### src/include/mpp_cfg.svh
// register offsets, field masks and reset values of the multiplexed port pin block
`ifndef MPP_CFG_SVH
`define MPP_CFG_SVH

// address kinds in addr[7:4]; addr[2:0] carries the port number 0, 1, 2, 3 or 7
`define MPP_KIND_DATA 4'h0
`define MPP_KIND_DIR 4'h2
`define MPP_KIND_CTRL 4'h4
`define MPP_ADDR_PULLUP_OPTION_LOW 8'h30
`define MPP_ADDR_EDGE_RISE 8'h50
`define MPP_ADDR_EDGE_FALL 8'h51
`define MPP_ADDR_EDGE_STAT 8'h52

// implemented bits of each port
`define MPP_MASK_P0 8'hbf
`define MPP_MASK_P1 8'hff
`define MPP_MASK_P2 8'h07
`define MPP_MASK_P3 8'hff
`define MPP_MASK_P7 8'h07
// port 0 bits that may drive in port mode
`define MPP_P0_OUT_MASK 8'h3e

`define MPP_RST_LATCH 8'h00
`define MPP_RST_DIR 8'hff
`define MPP_RST_CTRL 8'h00
`define MPP_RST_PULLUP_OPTION_LOW 8'h00
`define MPP_RST_EDGE 6'h00

`endif

### src/include/mpp_pkg.sv
// types shared by the multiplexed port pin block
package mpp_pkg;

	// index 0..4 stands for ports 0, 1, 2, 3, 7
	typedef logic [4:0][7:0] mpp_port_vec_t;

	// signals that peripherals drive toward the pins
	typedef struct packed {
		logic [2:0] timer_outputs;
		logic clock_out_pin;
		logic buzzer_out_pin;
		logic ser0_data_out;
		logic ser0_clock_out;
		logic serbus_enable;
		logic serbus_line_a_out;
		logic serbus_line_b_out;
		logic ser2_data_out;
		logic ser2_clock_out;
	} mpp_periph_in_t;

	// signals that the pins deliver to peripherals
	typedef struct packed {
		logic [5:0] ext_irq_req;
		logic tmr16_capture_pulse;
		logic tmr16_count_in;
		logic tmr16_capture_trigger;
		logic tmr8a_count_in;
		logic tmr8b_count_in;
		logic sub_crystal_in;
		logic ser0_data_in;
		logic ser0_clock_in;
		logic serbus_line_a_in;
		logic serbus_line_b_in;
		logic ser2_data_in;
		logic ser2_clock_in;
		logic [7:0] analog_inputs;
	} mpp_periph_out_t;

	// programming-mode request toward the prom array
	typedef struct packed {
		logic active;
		logic [16:0] addr;
		logic [7:0] wdata;
		logic write_pulse;
		logic read_active;
	} mpp_prom_req_t;

endpackage : mpp_pkg

### src/design/mpp_top.sv
// pin multiplexing, direction and pull-up logic of ports 0, 1, 2, 3 and 7, and edge logic of port 0 bits 0 to 5
//
// Added by the designer: the plain strobed port and the register addresses.
`timescale 1ns/1ps
`include "mpp_cfg.svh"

////////////////////////////////////////////////////////////////////////////////
module mpp_top (
	input wire logic core_clk,
	input wire logic sys_rst,
	// board pins
	input wire logic ext_reset_n,
	input wire logic vpp_high_in,
	input wire logic [7:0] p0_pin_in,
	output logic [7:0] p0_pin_out,
	output logic [7:0] p0_pin_oe,
	output logic [7:0] p0_pullup_en,
	input wire logic [7:0] p1_pin_in,
	output logic [7:0] p1_pin_out,
	output logic [7:0] p1_pin_oe,
	output logic [7:0] p1_pullup_en,
	input wire logic [2:0] p2_pin_in,
	output logic [2:0] p2_pin_out,
	output logic [2:0] p2_pin_oe,
	output logic [2:0] p2_pullup_en,
	input wire logic [7:0] p3_pin_in,
	output logic [7:0] p3_pin_out,
	output logic [7:0] p3_pin_oe,
	output logic [7:0] p3_pullup_en,
	input wire logic [2:0] p7_pin_in,
	output logic [2:0] p7_pin_out,
	output logic [2:0] p7_pin_oe,
	output logic [2:0] p7_pullup_en,
	// programming-mode pins
	input wire logic [16:0] prom_addr_in,
	input wire logic [7:0] prom_data_in,
	output logic [7:0] prom_data_out,
	output logic prom_data_oe,
	input wire logic prom_enable_n,
	input wire logic prom_read_n,
	input wire logic program_inhibit_in,
	// prom array side
	input wire logic [7:0] prom_rdata,
	output mpp_pkg::mpp_prom_req_t prom_req,
	output logic prom_mode,
	// peripherals
	input wire mpp_pkg::mpp_periph_in_t periph_in,
	output mpp_pkg::mpp_periph_out_t periph_out,
	// register port
	input wire logic [7:0] reg_addr,
	input wire logic [7:0] reg_wdata,
	input wire logic reg_wr,
	input wire logic reg_rd,
	output logic [7:0] reg_rdata
);
	localparam mpp_pkg::mpp_port_vec_t VALID_MASK =
		{`MPP_MASK_P7, `MPP_MASK_P3, `MPP_MASK_P2, `MPP_MASK_P1, `MPP_MASK_P0};
	localparam mpp_pkg::mpp_port_vec_t OUT_CAP =
		{`MPP_MASK_P7, `MPP_MASK_P3, `MPP_MASK_P2, `MPP_MASK_P1, `MPP_P0_OUT_MASK};
	localparam logic [4:0][2:0] PORT_NUM = {3'h7, 3'h3, 3'h2, 3'h1, 3'h0};

	function automatic logic [3:0] port_slot(input logic [2:0] num);
		logic [3:0] r;
		r = 4'h8;
		for (int k = 0; k < 5; k++) begin
			if (PORT_NUM[k] == num) begin
				r = {1'b0, 3'(k)};
			end
		end
		return r;
	endfunction : port_slot

	////////////////////////////////////////////////////////////////////////////
	// synchronisers
	logic [1:0] rst_vpp_s;
	logic int_rst;
	mpp_pkg::mpp_port_vec_t pin_s;
	logic [27:0] prom_s;
	logic prom_enable_n_s;
	logic prom_read_n_s;
	logic pgm_s;
	logic [16:0] prom_addr_s;
	logic [7:0] prom_data_s;

	mpp_sync #(.W(2)) u_sync_ctl (
		.core_clk(core_clk),
		.sys_rst(sys_rst),
		.async_in({vpp_high_in, ~ext_reset_n}),
		.sync_out(rst_vpp_s)
	);

	mpp_sync #(.W(40)) u_sync_pins (
		.core_clk(core_clk),
		.sys_rst(sys_rst),
		.async_in({5'h00, p7_pin_in, p3_pin_in, 5'h00, p2_pin_in, p1_pin_in, p0_pin_in}),
		.sync_out(pin_s)
	);

	mpp_sync #(.W(28)) u_sync_prom (
		.core_clk(core_clk),
		.sys_rst(sys_rst),
		.async_in({prom_enable_n, prom_read_n, program_inhibit_in, prom_addr_in, prom_data_in}),
		.sync_out(prom_s)
	);

	assign {prom_enable_n_s, prom_read_n_s, pgm_s, prom_addr_s, prom_data_s} = prom_s;
	// reset pin enters inverted, so a synchroniser held in reset reads it as released
	assign int_rst = sys_rst | rst_vpp_s[0];

	////////////////////////////////////////////////////////////////////////////
	// programming mode
	logic prom_mode_q;
	logic pgm_prev_q;

	always_ff @(posedge core_clk) begin
		if (sys_rst) begin
			prom_mode_q <= 1'b0;
		end else begin
			prom_mode_q <= rst_vpp_s[1] | rst_vpp_s[0];
		end
	end

	always_ff @(posedge core_clk) begin
		if (sys_rst) begin
			pgm_prev_q <= 1'b0;
			prom_req <= '0;
			prom_data_out <= 8'h00;
			prom_data_oe <= 1'b0;
		end else begin
			pgm_prev_q <= pgm_s;
			prom_req.active <= prom_mode_q;
			prom_req.addr <= prom_addr_s;
			prom_req.wdata <= prom_data_s;
			// program pulse: falling program input while enabled and not reading
			prom_req.write_pulse <= prom_mode_q & ~prom_enable_n_s & prom_read_n_s &
				pgm_prev_q & ~pgm_s;
			prom_req.read_active <= prom_mode_q & ~prom_enable_n_s & ~prom_read_n_s & pgm_s;
			prom_data_oe <= prom_mode_q & ~prom_enable_n_s & ~prom_read_n_s & pgm_s;
			prom_data_out <= prom_rdata;
		end
	end

	assign prom_mode = prom_mode_q;

	////////////////////////////////////////////////////////////////////////////
	// registers
	mpp_pkg::mpp_port_vec_t latch_q;
	mpp_pkg::mpp_port_vec_t dir_q;
	mpp_pkg::mpp_port_vec_t ctrl_q;
	logic [7:0] pullup_option_low_q;
	logic [5:0] rise_q;
	logic [5:0] fall_q;
	logic [5:0] stat_q;
	logic [5:0] edge_pulse;
	logic [3:0] slot;
	logic wr_ok;

	assign slot = port_slot(reg_addr[2:0]);
	// software writes are locked out while the programmer owns the pins; reads still answer
	assign wr_ok = reg_wr & ~prom_mode_q;

	always_ff @(posedge core_clk) begin
		if (int_rst) begin
			latch_q <= {5{`MPP_RST_LATCH}};
			dir_q <= {5{`MPP_RST_DIR}};
			ctrl_q <= {5{`MPP_RST_CTRL}};
		end else if (wr_ok && !slot[3] && reg_addr[3] == 1'b0) begin
			if (reg_addr[7:4] == `MPP_KIND_DATA) begin
				latch_q[slot[2:0]] <= reg_wdata & VALID_MASK[slot[2:0]];
			end else if (reg_addr[7:4] == `MPP_KIND_DIR) begin
				// bits that cannot drive stay input whatever is written
				dir_q[slot[2:0]] <= reg_wdata | ~OUT_CAP[slot[2:0]];
			end else if (reg_addr[7:4] == `MPP_KIND_CTRL) begin
				ctrl_q[slot[2:0]] <= reg_wdata & VALID_MASK[slot[2:0]];
			end
		end
	end

	always_ff @(posedge core_clk) begin
		if (int_rst) begin
			pullup_option_low_q <= `MPP_RST_PULLUP_OPTION_LOW;
			rise_q <= `MPP_RST_EDGE;
			fall_q <= `MPP_RST_EDGE;
		end else if (wr_ok) begin
			if (reg_addr == `MPP_ADDR_PULLUP_OPTION_LOW) begin
				pullup_option_low_q <= reg_wdata & 8'h8f;
			end else if (reg_addr == `MPP_ADDR_EDGE_RISE) begin
				rise_q <= reg_wdata[5:0];
			end else if (reg_addr == `MPP_ADDR_EDGE_FALL) begin
				fall_q <= reg_wdata[5:0];
			end
		end
	end

	// sticky edge flags, write one to clear; a new edge beats the clear
	always_ff @(posedge core_clk) begin
		if (int_rst) begin
			stat_q <= `MPP_RST_EDGE;
		end else if (wr_ok && reg_addr == `MPP_ADDR_EDGE_STAT) begin
			stat_q <= (stat_q & ~reg_wdata[5:0]) | edge_pulse;
		end else begin
			stat_q <= stat_q | edge_pulse;
		end
	end

	always_ff @(posedge core_clk) begin
		if (int_rst) begin
			reg_rdata <= 8'h00;
		end else if (!reg_rd) begin
			reg_rdata <= 8'h00;
		end else if (!slot[3] && reg_addr[3] == 1'b0 && reg_addr[7:4] == `MPP_KIND_DATA) begin
			// inputs read the pin, outputs read their latch
			reg_rdata <= ((pin_s[slot[2:0]] & dir_q[slot[2:0]]) |
				(latch_q[slot[2:0]] & ~dir_q[slot[2:0]])) & VALID_MASK[slot[2:0]];
		end else if (!slot[3] && reg_addr[3] == 1'b0 && reg_addr[7:4] == `MPP_KIND_DIR) begin
			reg_rdata <= dir_q[slot[2:0]] & VALID_MASK[slot[2:0]];
		end else if (!slot[3] && reg_addr[3] == 1'b0 && reg_addr[7:4] == `MPP_KIND_CTRL) begin
			reg_rdata <= ctrl_q[slot[2:0]];
		end else if (reg_addr == `MPP_ADDR_PULLUP_OPTION_LOW) begin
			reg_rdata <= pullup_option_low_q;
		end else if (reg_addr == `MPP_ADDR_EDGE_RISE) begin
			reg_rdata <= {2'h0, rise_q};
		end else if (reg_addr == `MPP_ADDR_EDGE_FALL) begin
			reg_rdata <= {2'h0, fall_q};
		end else if (reg_addr == `MPP_ADDR_EDGE_STAT) begin
			reg_rdata <= {2'h0, stat_q};
		end else begin
			reg_rdata <= 8'h00;
		end
	end

	////////////////////////////////////////////////////////////////////////////
	// external interrupt edges
	genvar gi;
	generate
		for (gi = 0; gi < 6; gi++) begin : g_edge
			mpp_edge u_edge (
				.core_clk(core_clk),
				.sys_rst(int_rst),
				.sig(pin_s[0][gi] & ctrl_q[0][gi]),
				.rise_en(rise_q[gi]),
				.fall_en(fall_q[gi]),
				.pulse(edge_pulse[gi])
			);
		end
	endgenerate

	////////////////////////////////////////////////////////////////////////////
	// pins toward the board
	mpp_pkg::mpp_port_vec_t pout;
	mpp_pkg::mpp_port_vec_t out_d;
	mpp_pkg::mpp_port_vec_t oe_d;
	mpp_pkg::mpp_port_vec_t pu_d;
	mpp_pkg::mpp_port_vec_t out_q;
	mpp_pkg::mpp_port_vec_t oe_q;
	mpp_pkg::mpp_port_vec_t pu_q;

	// peripheral drive per port; the latch must hold one to let it through
	assign pout[0] = 8'h00;
	assign pout[1] = 8'h00;
	assign pout[2] = {5'h00, periph_in.ser0_clock_out, periph_in.ser0_data_out,
		periph_in.serbus_line_a_out};
	assign pout[3] = {1'b0, periph_in.buzzer_out_pin, periph_in.clock_out_pin, 2'h0,
		periph_in.timer_outputs};
	assign pout[4] = {5'h00, periph_in.ser2_clock_out, periph_in.ser2_data_out, 1'b0};

	always_comb begin
		for (int i = 0; i < 5; i++) begin
			for (int b = 0; b < 8; b++) begin
				out_d[i][b] = ctrl_q[i][b] ? (latch_q[i][b] & pout[i][b]) : latch_q[i][b];
				oe_d[i][b] = ~dir_q[i][b] & OUT_CAP[i][b];
				pu_d[i][b] = dir_q[i][b] & pullup_option_low_q[PORT_NUM[i]] & VALID_MASK[i][b];
				// port 0 peripheral functions are all inputs
				if (i == 0 && ctrl_q[i][b]) begin
					oe_d[i][b] = 1'b0;
				end
				if (i == 1 && ctrl_q[i][b]) begin
					oe_d[i][b] = 1'b0;
					pu_d[i][b] = 1'b0;
				end
				if (prom_mode_q) begin
					oe_d[i][b] = 1'b0;
					pu_d[i][b] = 1'b0;
				end
			end
		end
		// serial bus lines are open drain: they only ever pull low
		if (ctrl_q[2][0] && periph_in.serbus_enable && !prom_mode_q) begin
			out_d[2][0] = 1'b0;
			oe_d[2][0] = ~dir_q[2][0] & ~(latch_q[2][0] & periph_in.serbus_line_a_out);
		end
		if (ctrl_q[2][1] && periph_in.serbus_enable && !prom_mode_q) begin
			out_d[2][1] = 1'b0;
			oe_d[2][1] = ~dir_q[2][1] & ~(latch_q[2][1] & periph_in.serbus_line_b_out);
		end
	end

	always_ff @(posedge core_clk) begin
		if (int_rst) begin
			out_q <= '0;
			oe_q <= '0;
			pu_q <= '0;
		end else begin
			out_q <= out_d;
			oe_q <= oe_d;
			pu_q <= pu_d;
		end
	end

	assign p0_pin_out = out_q[0];
	assign p0_pin_oe = oe_q[0];
	assign p0_pullup_en = pu_q[0];
	assign p1_pin_out = out_q[1];
	assign p1_pin_oe = oe_q[1];
	assign p1_pullup_en = pu_q[1];
	assign p2_pin_out = out_q[2][2:0];
	assign p2_pin_oe = oe_q[2][2:0];
	assign p2_pullup_en = pu_q[2][2:0];
	assign p3_pin_out = out_q[3];
	assign p3_pin_oe = oe_q[3];
	assign p3_pullup_en = pu_q[3];
	assign p7_pin_out = out_q[4][2:0];
	assign p7_pin_oe = oe_q[4][2:0];
	assign p7_pullup_en = pu_q[4][2:0];

	////////////////////////////////////////////////////////////////////////////
	// pins toward the peripherals, gated by their control bit
	always_ff @(posedge core_clk) begin
		if (int_rst) begin
			periph_out <= '0;
		end else begin
			periph_out.ext_irq_req <= edge_pulse;
			periph_out.tmr16_capture_pulse <= edge_pulse[0] | edge_pulse[1];
			periph_out.tmr16_count_in <= pin_s[0][0] & ctrl_q[0][0];
			periph_out.tmr16_capture_trigger <= pin_s[0][1] & ctrl_q[0][1];
			periph_out.sub_crystal_in <= pin_s[0][7] & ctrl_q[0][7];
			periph_out.analog_inputs <= pin_s[1] & ctrl_q[1];
			periph_out.ser0_data_in <= pin_s[2][0] & ctrl_q[2][0];
			periph_out.serbus_line_a_in <= pin_s[2][0] & ctrl_q[2][0];
			periph_out.serbus_line_b_in <= pin_s[2][1] & ctrl_q[2][1];
			periph_out.ser0_clock_in <= pin_s[2][2] & ctrl_q[2][2];
			periph_out.tmr8a_count_in <= pin_s[3][3] & ctrl_q[3][3];
			periph_out.tmr8b_count_in <= pin_s[3][4] & ctrl_q[3][4];
			periph_out.ser2_data_in <= pin_s[4][0] & ctrl_q[4][0];
			periph_out.ser2_clock_in <= pin_s[4][2] & ctrl_q[4][2];
		end
	end
endmodule : mpp_top

### src/design/mpp_sync.sv
// two flip-flop synchroniser for a vector of levels
`timescale 1ns/1ps
module mpp_sync #(
	parameter int W = 1
) (
	input wire logic core_clk,
	input wire logic sys_rst,
	input wire logic [W-1:0] async_in,
	output logic [W-1:0] sync_out
);
	logic [W-1:0] meta_q;

	always_ff @(posedge core_clk) begin
		if (sys_rst) begin
			meta_q <= '0;
			sync_out <= '0;
		end else begin
			meta_q <= async_in;
			sync_out <= meta_q;
		end
	end
endmodule : mpp_sync

### src/design/mpp_edge.sv
// valid-edge detector for one external interrupt input
`timescale 1ns/1ps
module mpp_edge (
	input wire logic core_clk,
	input wire logic sys_rst,
	input wire logic sig,
	input wire logic rise_en,
	input wire logic fall_en,
	output logic pulse
);
	logic prev_q;

	always_ff @(posedge core_clk) begin
		if (sys_rst) begin
			prev_q <= 1'b0;
		end else begin
			prev_q <= sig;
		end
	end

	assign pulse = (sig & ~prev_q & rise_en) | (~sig & prev_q & fall_en);
endmodule : mpp_edge

### config.mk
export PLATFORM = sky130hd
export DESIGN_NAME = mpp_top
export DESIGN_NICKNAME = d
export VERILOG_FILES = /design/src/include/mpp_pkg.sv /design/src/design/mpp_top.sv /design/src/design/mpp_sync.sv /design/src/design/mpp_edge.sv
export VERILOG_INCLUDE_DIRS = /design/src /design/src/include
export SDC_FILE = /design/constraint.sdc
export NUM_CORES = 1
export LEC_CHECK = 0
export ABC_AREA = 1
export BUFFER_PORTS_ARGS = -buffer_cell sky130_fd_sc_hd__buf_2
export CORE_ASPECT_RATIO = 0.9
export CORE_UTILIZATION = 30
export CTS_BUF_LIST = sky130_fd_sc_hd__clkbuf_4 sky130_fd_sc_hd__clkbuf_8 sky130_fd_sc_hd__clkbuf_16
export CTS_CLUSTER_DIAMETER = 40
export DETAILED_ROUTE_END_ITERATION = 8
export GPL_ROUTABILITY_DRIVEN = 0
export GPL_TIMING_DRIVEN = 0
export PLACE_DENSITY = 0.54
export SLEW_MARGIN = 30
export SYNTH_ARGS = -nofsm -noshare
export SYNTH_HDL_FRONTEND = slang
export SYNTH_SLANG_ARGS = --single-unit
### constraint.sdc
create_clock -name core_clk -period 1.9 [get_ports core_clk]
set_clock_uncertainty 0.1 [all_clocks]
set_input_delay 0.285 -clock core_clk [delete_from_list [all_inputs] [get_ports core_clk]]
set_output_delay 0.285 -clock core_clk [all_outputs]
set_load 0.01 [all_outputs]
* Yosys cells after proc, flatten, opt, wreduce, memory -nomap -nowiden *
Memory sizes are Yosys's and may differ from the RTL's.
Cells that the tools add are included.
Widths: inputs -> output; s select.

operators by class
  bitwise gates (word level) = 162
  $lt $le $gt $ge = 2
  mux-type cells = 42
  eq/ne operators = 10
  reductions and logical operators = 59

operator list
  operator            count
  $bwmux 40           3
  $mux 8              13
  $bmux 8 s3          4
  $and 1x1->1         87
  $not 1->1           52
  $and 8x8->8         6
  $reduce_or 2->1     24
  $reduce_or 3->1     13
  $demux 8 s3         1
  $eq 8x7->1 const B  3
  $mux 4              5
  $not 8->8           2
  $or 8x8->8          2
  $mux 1              14
  $logic_and 1x1->1   12
  $mux 6              2
  $or 6x6->6          2
  $or 1x1->1          9
  $eq 8x6->1 const B  1
  $reduce_and 4->1    2
  $and 6x6->6         1
  $eq 2x3->1 const A  2
  $not 6->6           1
  $reduce_and 3->1    2
  other kinds (10)    12

storage, ports and cells
  register bits = 448
  input bits = 100
  memories kept = 2
  output and inout port bits = 162
  memory bits (read-only) = 128

memories
  memory            words  bits a word  read ports  clocked after Yosys merged registers in  write ports  line            source
  (name not given)  8      8            1           0                                        0            mpp_top.sv:216  reg_rdata <= dir_q[slot[2:0]] & VALID_MASK[slot[2:0]];
  (name not given)  8      8            1           0                                        0            mpp_top.sv:172  dir_q[slot[2:0]] <= reg_wdata | ~OUT_CAP[slot[2:0]];

* Longest topological paths before layout *
  depth after elaboration = 13
  mapped depth = 14

* By module *
A second synthesis with hierarchy kept.

unflattened totals
  cells, all modules = 1917
  area, all modules = 15262.1 um^2

modules (own cells, without submodules)
  module                  area an instance (um^2)  times used  sequential area each (um^2)  cells an instance
  mpp_top                 10975.5                  1           5745.5                       1440
  mpp_sync (u_sync_pins)  2303.5                   1           1601.5                       249
  mpp_sync (u_sync_prom)  1602.8                   1           1121.1                       174
  mpp_edge                45.0                     6           20.0                         7
  mpp_sync (u_sync_ctl)   110.1                    1           80.1                         12

* Least setup slack after synthesis *
No wires, ideal clock.

  path type = input to register
  start = in reg_addr[1]
  end = reg ctrl_q[29] in the netlist's numbering
  path slack = 0.251 ns
  buffers on the path = 2
  arrival = 1.422 ns
  stages on the path = 9
  required time = 1.672 ns
  cells stage by stage = buf_4 > nand2_1 > a21oi_4 > nand2_2 > nor2_4 > nand2_1 > clkbuf_1 > o21ai_0 > a21oi_1

on the way
  longest elaborated chain between the ends = 10
  elaborated cells on any way between the ends = 23
  those cells by class = order compare: 2; eq/ne: 4; mux: 9; bitwise: 1; reduce/logical: 6; memory: 1

ends and longest elaborated chain
  element                                                                     line                            source
  from (decl)                                                                 mpp_top.sv:50                   input wire logic [7:0] reg_addr,
  $eq 1x3->1 or $logic_not 3->1 (tied branches)                               mpp_top.sv:66                   if (PORT_NUM[k] == num) begin
  $mux 4 (3 in a row)                                                         mpp_top.sv:66
  $mux 4 (*)                                                                  mpp_top.sv:66
  $lt 3x4->1 (implied by the code) (tied with other cells)                    mpp_top.sv:174                  ctrl_q[slot[2:0]] <= reg_wdata & VALID_MASK[slot[2:0]];
  $logic_and 1x1->1 (implied by the code) or $logic_not 1->1 (tied branches)  mpp_top.sv:174, mpp_top.sv:167
  $mux 8 (implied by the code) or $logic_and 1x1->1 (tied branches)           mpp_top.sv:174, mpp_top.sv:167
  $demux 8 s3 or $logic_and 1x1->1 (tied branches)                            mpp_top.sv:174, mpp_top.sv:167
  $bwmux 40 or $reduce_and 4->1 (tied branches)                               --
  to (signal assigned)                                                        mpp_top.sv:166                  ctrl_q <= {5{`MPP_RST_CTRL}};
  to (signal, indexed assignment)                                             mpp_top.sv:174
  to (decl)                                                                   mpp_top.sv:149                  mpp_pkg::mpp_port_vec_t ctrl_q;

Mark *: on every way between the ends. The rest lies on a longest branch, timed or not. The select of a mux whose other input is x is not followed.
A chain may end at the register's enable or synchronous reset.

* Worst setup path in the final report *
  start = in reg_addr[0]
  end = reg reg_rdata[1]

on the way
  longest elaborated chain between the ends = 12
  elaborated cells on any way between the ends = 42
  those cells by class = eq/ne: 8; mux: 21; bitwise: 6; reduce/logical: 6; memory: 1

ends and longest elaborated chain
  element                                                          line                            source
  $eq 1x3->1 or $logic_not 3->1 (tied branches)                    mpp_top.sv:66
  $mux 4 (4 in a row)                                              mpp_top.sv:66
  $bmux 8 s3 or $mux 4 (tied branches)                             --
  $mux 8 (implied by the code) or $logic_not 1->1 (tied branches)  --
  $not 8->8 or $logic_and 1x1->1 (tied branches)                   --
  $and 8x8->8 or $logic_and 1x1->1 (tied branches)                 --
  $or 8x8->8 or $mux 8 (tied branches)                             mpp_top.sv:213, mpp_top.sv:217
  $and 8x8->8 or $mux 8 (tied branches)                            mpp_top.sv:214, mpp_top.sv:215
  $mux 8 (*)                                                       mpp_top.sv:211                  end else if (!slot[3] && reg_addr[3] == 1'b0 && reg_addr[7:4] == `MPP_KIND_DATA) begin
  to (signal assigned)                                             mpp_top.sv:213                  reg_rdata <= ((pin_s[slot[2:0]] & dir_q[slot[2:0]]) |
  to (signal assigned)                                             mpp_top.sv:216
  to (signal assigned)                                             mpp_top.sv:218                  reg_rdata <= ctrl_q[slot[2:0]];
  to (decl)                                                        mpp_top.sv:54                   output logic [7:0] reg_rdata

Marks and branches as above.

==> flow_summary.ini <==
[setup_path]
reg2reg_from = u_sync_ctl.sync_out[0]
r2r_setup_slack_ns = -0.01
start_kind = input pin
rr_worst_depth = 4
cp.arrival_ns = 2.33
cp_max_fo = 10
r2r_end = p1_pin_out[7]
required_ns = 2.32
worst-setup-path-type = input pin to flip-flop
cp-end-kind = flip-flop

[pwr]
powerDensity_nw_per_um2 = 1080
p_leak_nw = 9.11
vdd_ir_drop_max_uv = 696

[timing]
finalSetupViolations = 2
hold_viol_final = 0
tightest_slew_ns = 1.04
min_period_ns = 1.92
slew_viol_final = 0
timing.fmax_ghz = 0.522
fin_crit_sh = 1.01
relSlewSlack = 0.310
setup_ws_ns = -0.0158

[grt]
grt-ovfl-total = 0
grt_pass1_wl_um = 76500
grt_antenna_before_repair = 2
met3_usage = 0.0525
met2_usage = 0.334
grt_max_degree = 15
grtUsageTotal = 0.212
first_global_vias = 12945
busiest_layer = met2
use_met1 = 0.271

[hold_path]
min_path_type = input pin to flip-flop
whs_path_depth = 5
hp-start = reg_wr
whs_endpoint = ctrl_q[31]

[placement]
detailedPlace.worstSlack_ns = -0.664
io_buffers = 254
dp_hpwl_um = 38800

[routing]
dr.pass1.iters = 6
drc_errors = 0
wl_per_cell_um = 18.1
vias_per_cell = 4.62
drt_iter0_drc = 1169
routed_wl_um = 51600
num_vias = 13186
ant_nets = 0

[clock_tree]
clkSlewWorstSetupHoldPaths_ns = 0.06
cts_inserted_buffers = 58
cts_tree = built
clkSinkCount = 416
clockBufferDepth = 3
cts-root-buf = clkbuf_16
clk_latency_ns = 0.61
h-tree-depth = 2

[status]
status = finished with violations
violations = negative setup slack

[floorplan]
die-area_sq_um = 48400
rows = 75
initial_core_util = 0.305
core_area_sq_um = 46700
ios = 262
fp.dieW_um = 232
die_h_um = 209

[logic_synthesis]
synthFlopType = dfxtp_1
synth_cells = 1785
synth_edf_count = 0
yosys.area.top_type_share = 0.584
netlist_area_sq_um = 14300
postSynth.asyncResetShare = 0
synth_warnings = 0
synth_area_leader_cell = dfxtp_1
ys_seq_area_frac = 0.584
synth_cell_types = 35
yosysMostFrequentCell = dfxtp_1
syn_area_per_cell_sq_um = 7.99
synth_common_cells = dfxtp_1 (416), nor2_1 (322), inv_1 (304)
synth_area_leaders = dfxtp_1 (58%), nor2_1 (8.5%), inv_1 (8.0%)
synth-seq-cells = 416

[final_layout]
post-route-util = 0.416
drive_gt1_frac = 0.212
finalNetCount = 2290
syn2layout_area_growth_pct = 36.3

[run]
drv_cap = 0
## logic make-up (layout without fill, tap and decap cells)
logic type	count (synthesis)	in the layout	share of synthesized area
AO/OA/AOI/OAI	293	293	0.111
buffers and inverters	396	847	0.109
flip-flops	416	416	0.584
other	1	6	0.000263
AND/OR/NAND/NOR	679	679	0.195
## worst max-delay path: stages
cell and delay [ns]:
buf_2 0.13, buf_6 0.18, nand3_1 0.38, clkbuf_4 0.39, nand2_1 0.10, nor2_1 0.04, nor2_1 0.34, nand2_1 0.18
nand3_1 0.11, nand2_1 0.05, nor2_1 0.13
## through the flow
step	total power, mW	area (sq um)	setup TNS (ns)	hold slack [ns]	std cells
finish	21.0	19400	-0.0262	0.107	2857
global route	21.7	19400	-0.0112	0.130	2856
CTS	21.2	19400	-0.0561	0.0728	2855
detailed placement	10.1	16300	-90.06	0.293	2658
global placement	10.1	16300	-87.03	0.290	2658
floorplan	9.64	14300	0	0.252	1788
## final cells by class
class,instances,area (sq um)
fill,4801,27300
sequential,416,8330
multi-input combinational,976,4560
timing repair buffer,343,2160
clock buffer,67,1570
inverter,313,1180
tap,616,771
buffer,82,435
clock inverter,42,430
antenna,2,5.00
## power breakdown
part / switching (mW) / internal, mW
Combinational: 0.779 / 0.413
Clock: 4.43 / 6.50
Sequential: 0.0531 / 8.87
Total: 5.26 / 15.8
## layout by cell type (no fill, tap or decap), types with 39 or more instances in the layout
master and count:
a21oi_1 130, buf_2 272, clkbuf_16 59, dfxtp_1 415, dlygate4sd3_1 87, inv_1 301, nand2_1 218, nand3_1 39
nor2_1 316, nor3_1 47, o21ai_0 114
## repair_timing
action | 4_1_cts | 5_1_grt
setup endpoints to repair | 240 | 95
gates resized for setup | 49 | 33
hold buffers | 87 | 0
hold endpoints to repair | 96 | 0
pin swaps | 0 | 1
buffers inserted | 1 | 1
## state kept, by name, summed over array words and instances, names as in the netlist, 23 cells and up
register and cells:
u_sync_prom.sync_out 28, u_sync_pins.meta_q 30, latch_q 36, ctrl_q 40, prom_req 28, dir_q 36
u_sync_prom.meta_q 28, periph_out 23, u_sync_pins.sync_out 30
## worst max-delay path by stage
stage	start	end	slack [ns]	depth (start not counted)
4_1_cts	u_sync_ctl.sync_out[0]	periph_out[15]	-0.03	5
3_5_place_dp	reg_addr[0]	reg_rdata[2]	-0.66	12
5_1_grt	prom_mode	rise_q[1]	-0.005	7
6_report	reg_addr[0]	reg_rdata[1]	-0.02	11
3_3_place_gp	sys_rst	p0_pin_oe[3]	-0.64	7
2_1_floorplan	reg_addr[1]	ctrl_q[29]	0.25	9
## per-layer routing
metal	vias up	wire length [um]	share of wire
met5	-	0	0
met4	0	2170	0.042
met3	132	5660	0.11
met2	680	22700	0.44
met1	6006	21100	0.41
li1	6368	-	-
No activity file was read; power rests on OpenSTA's default activity.
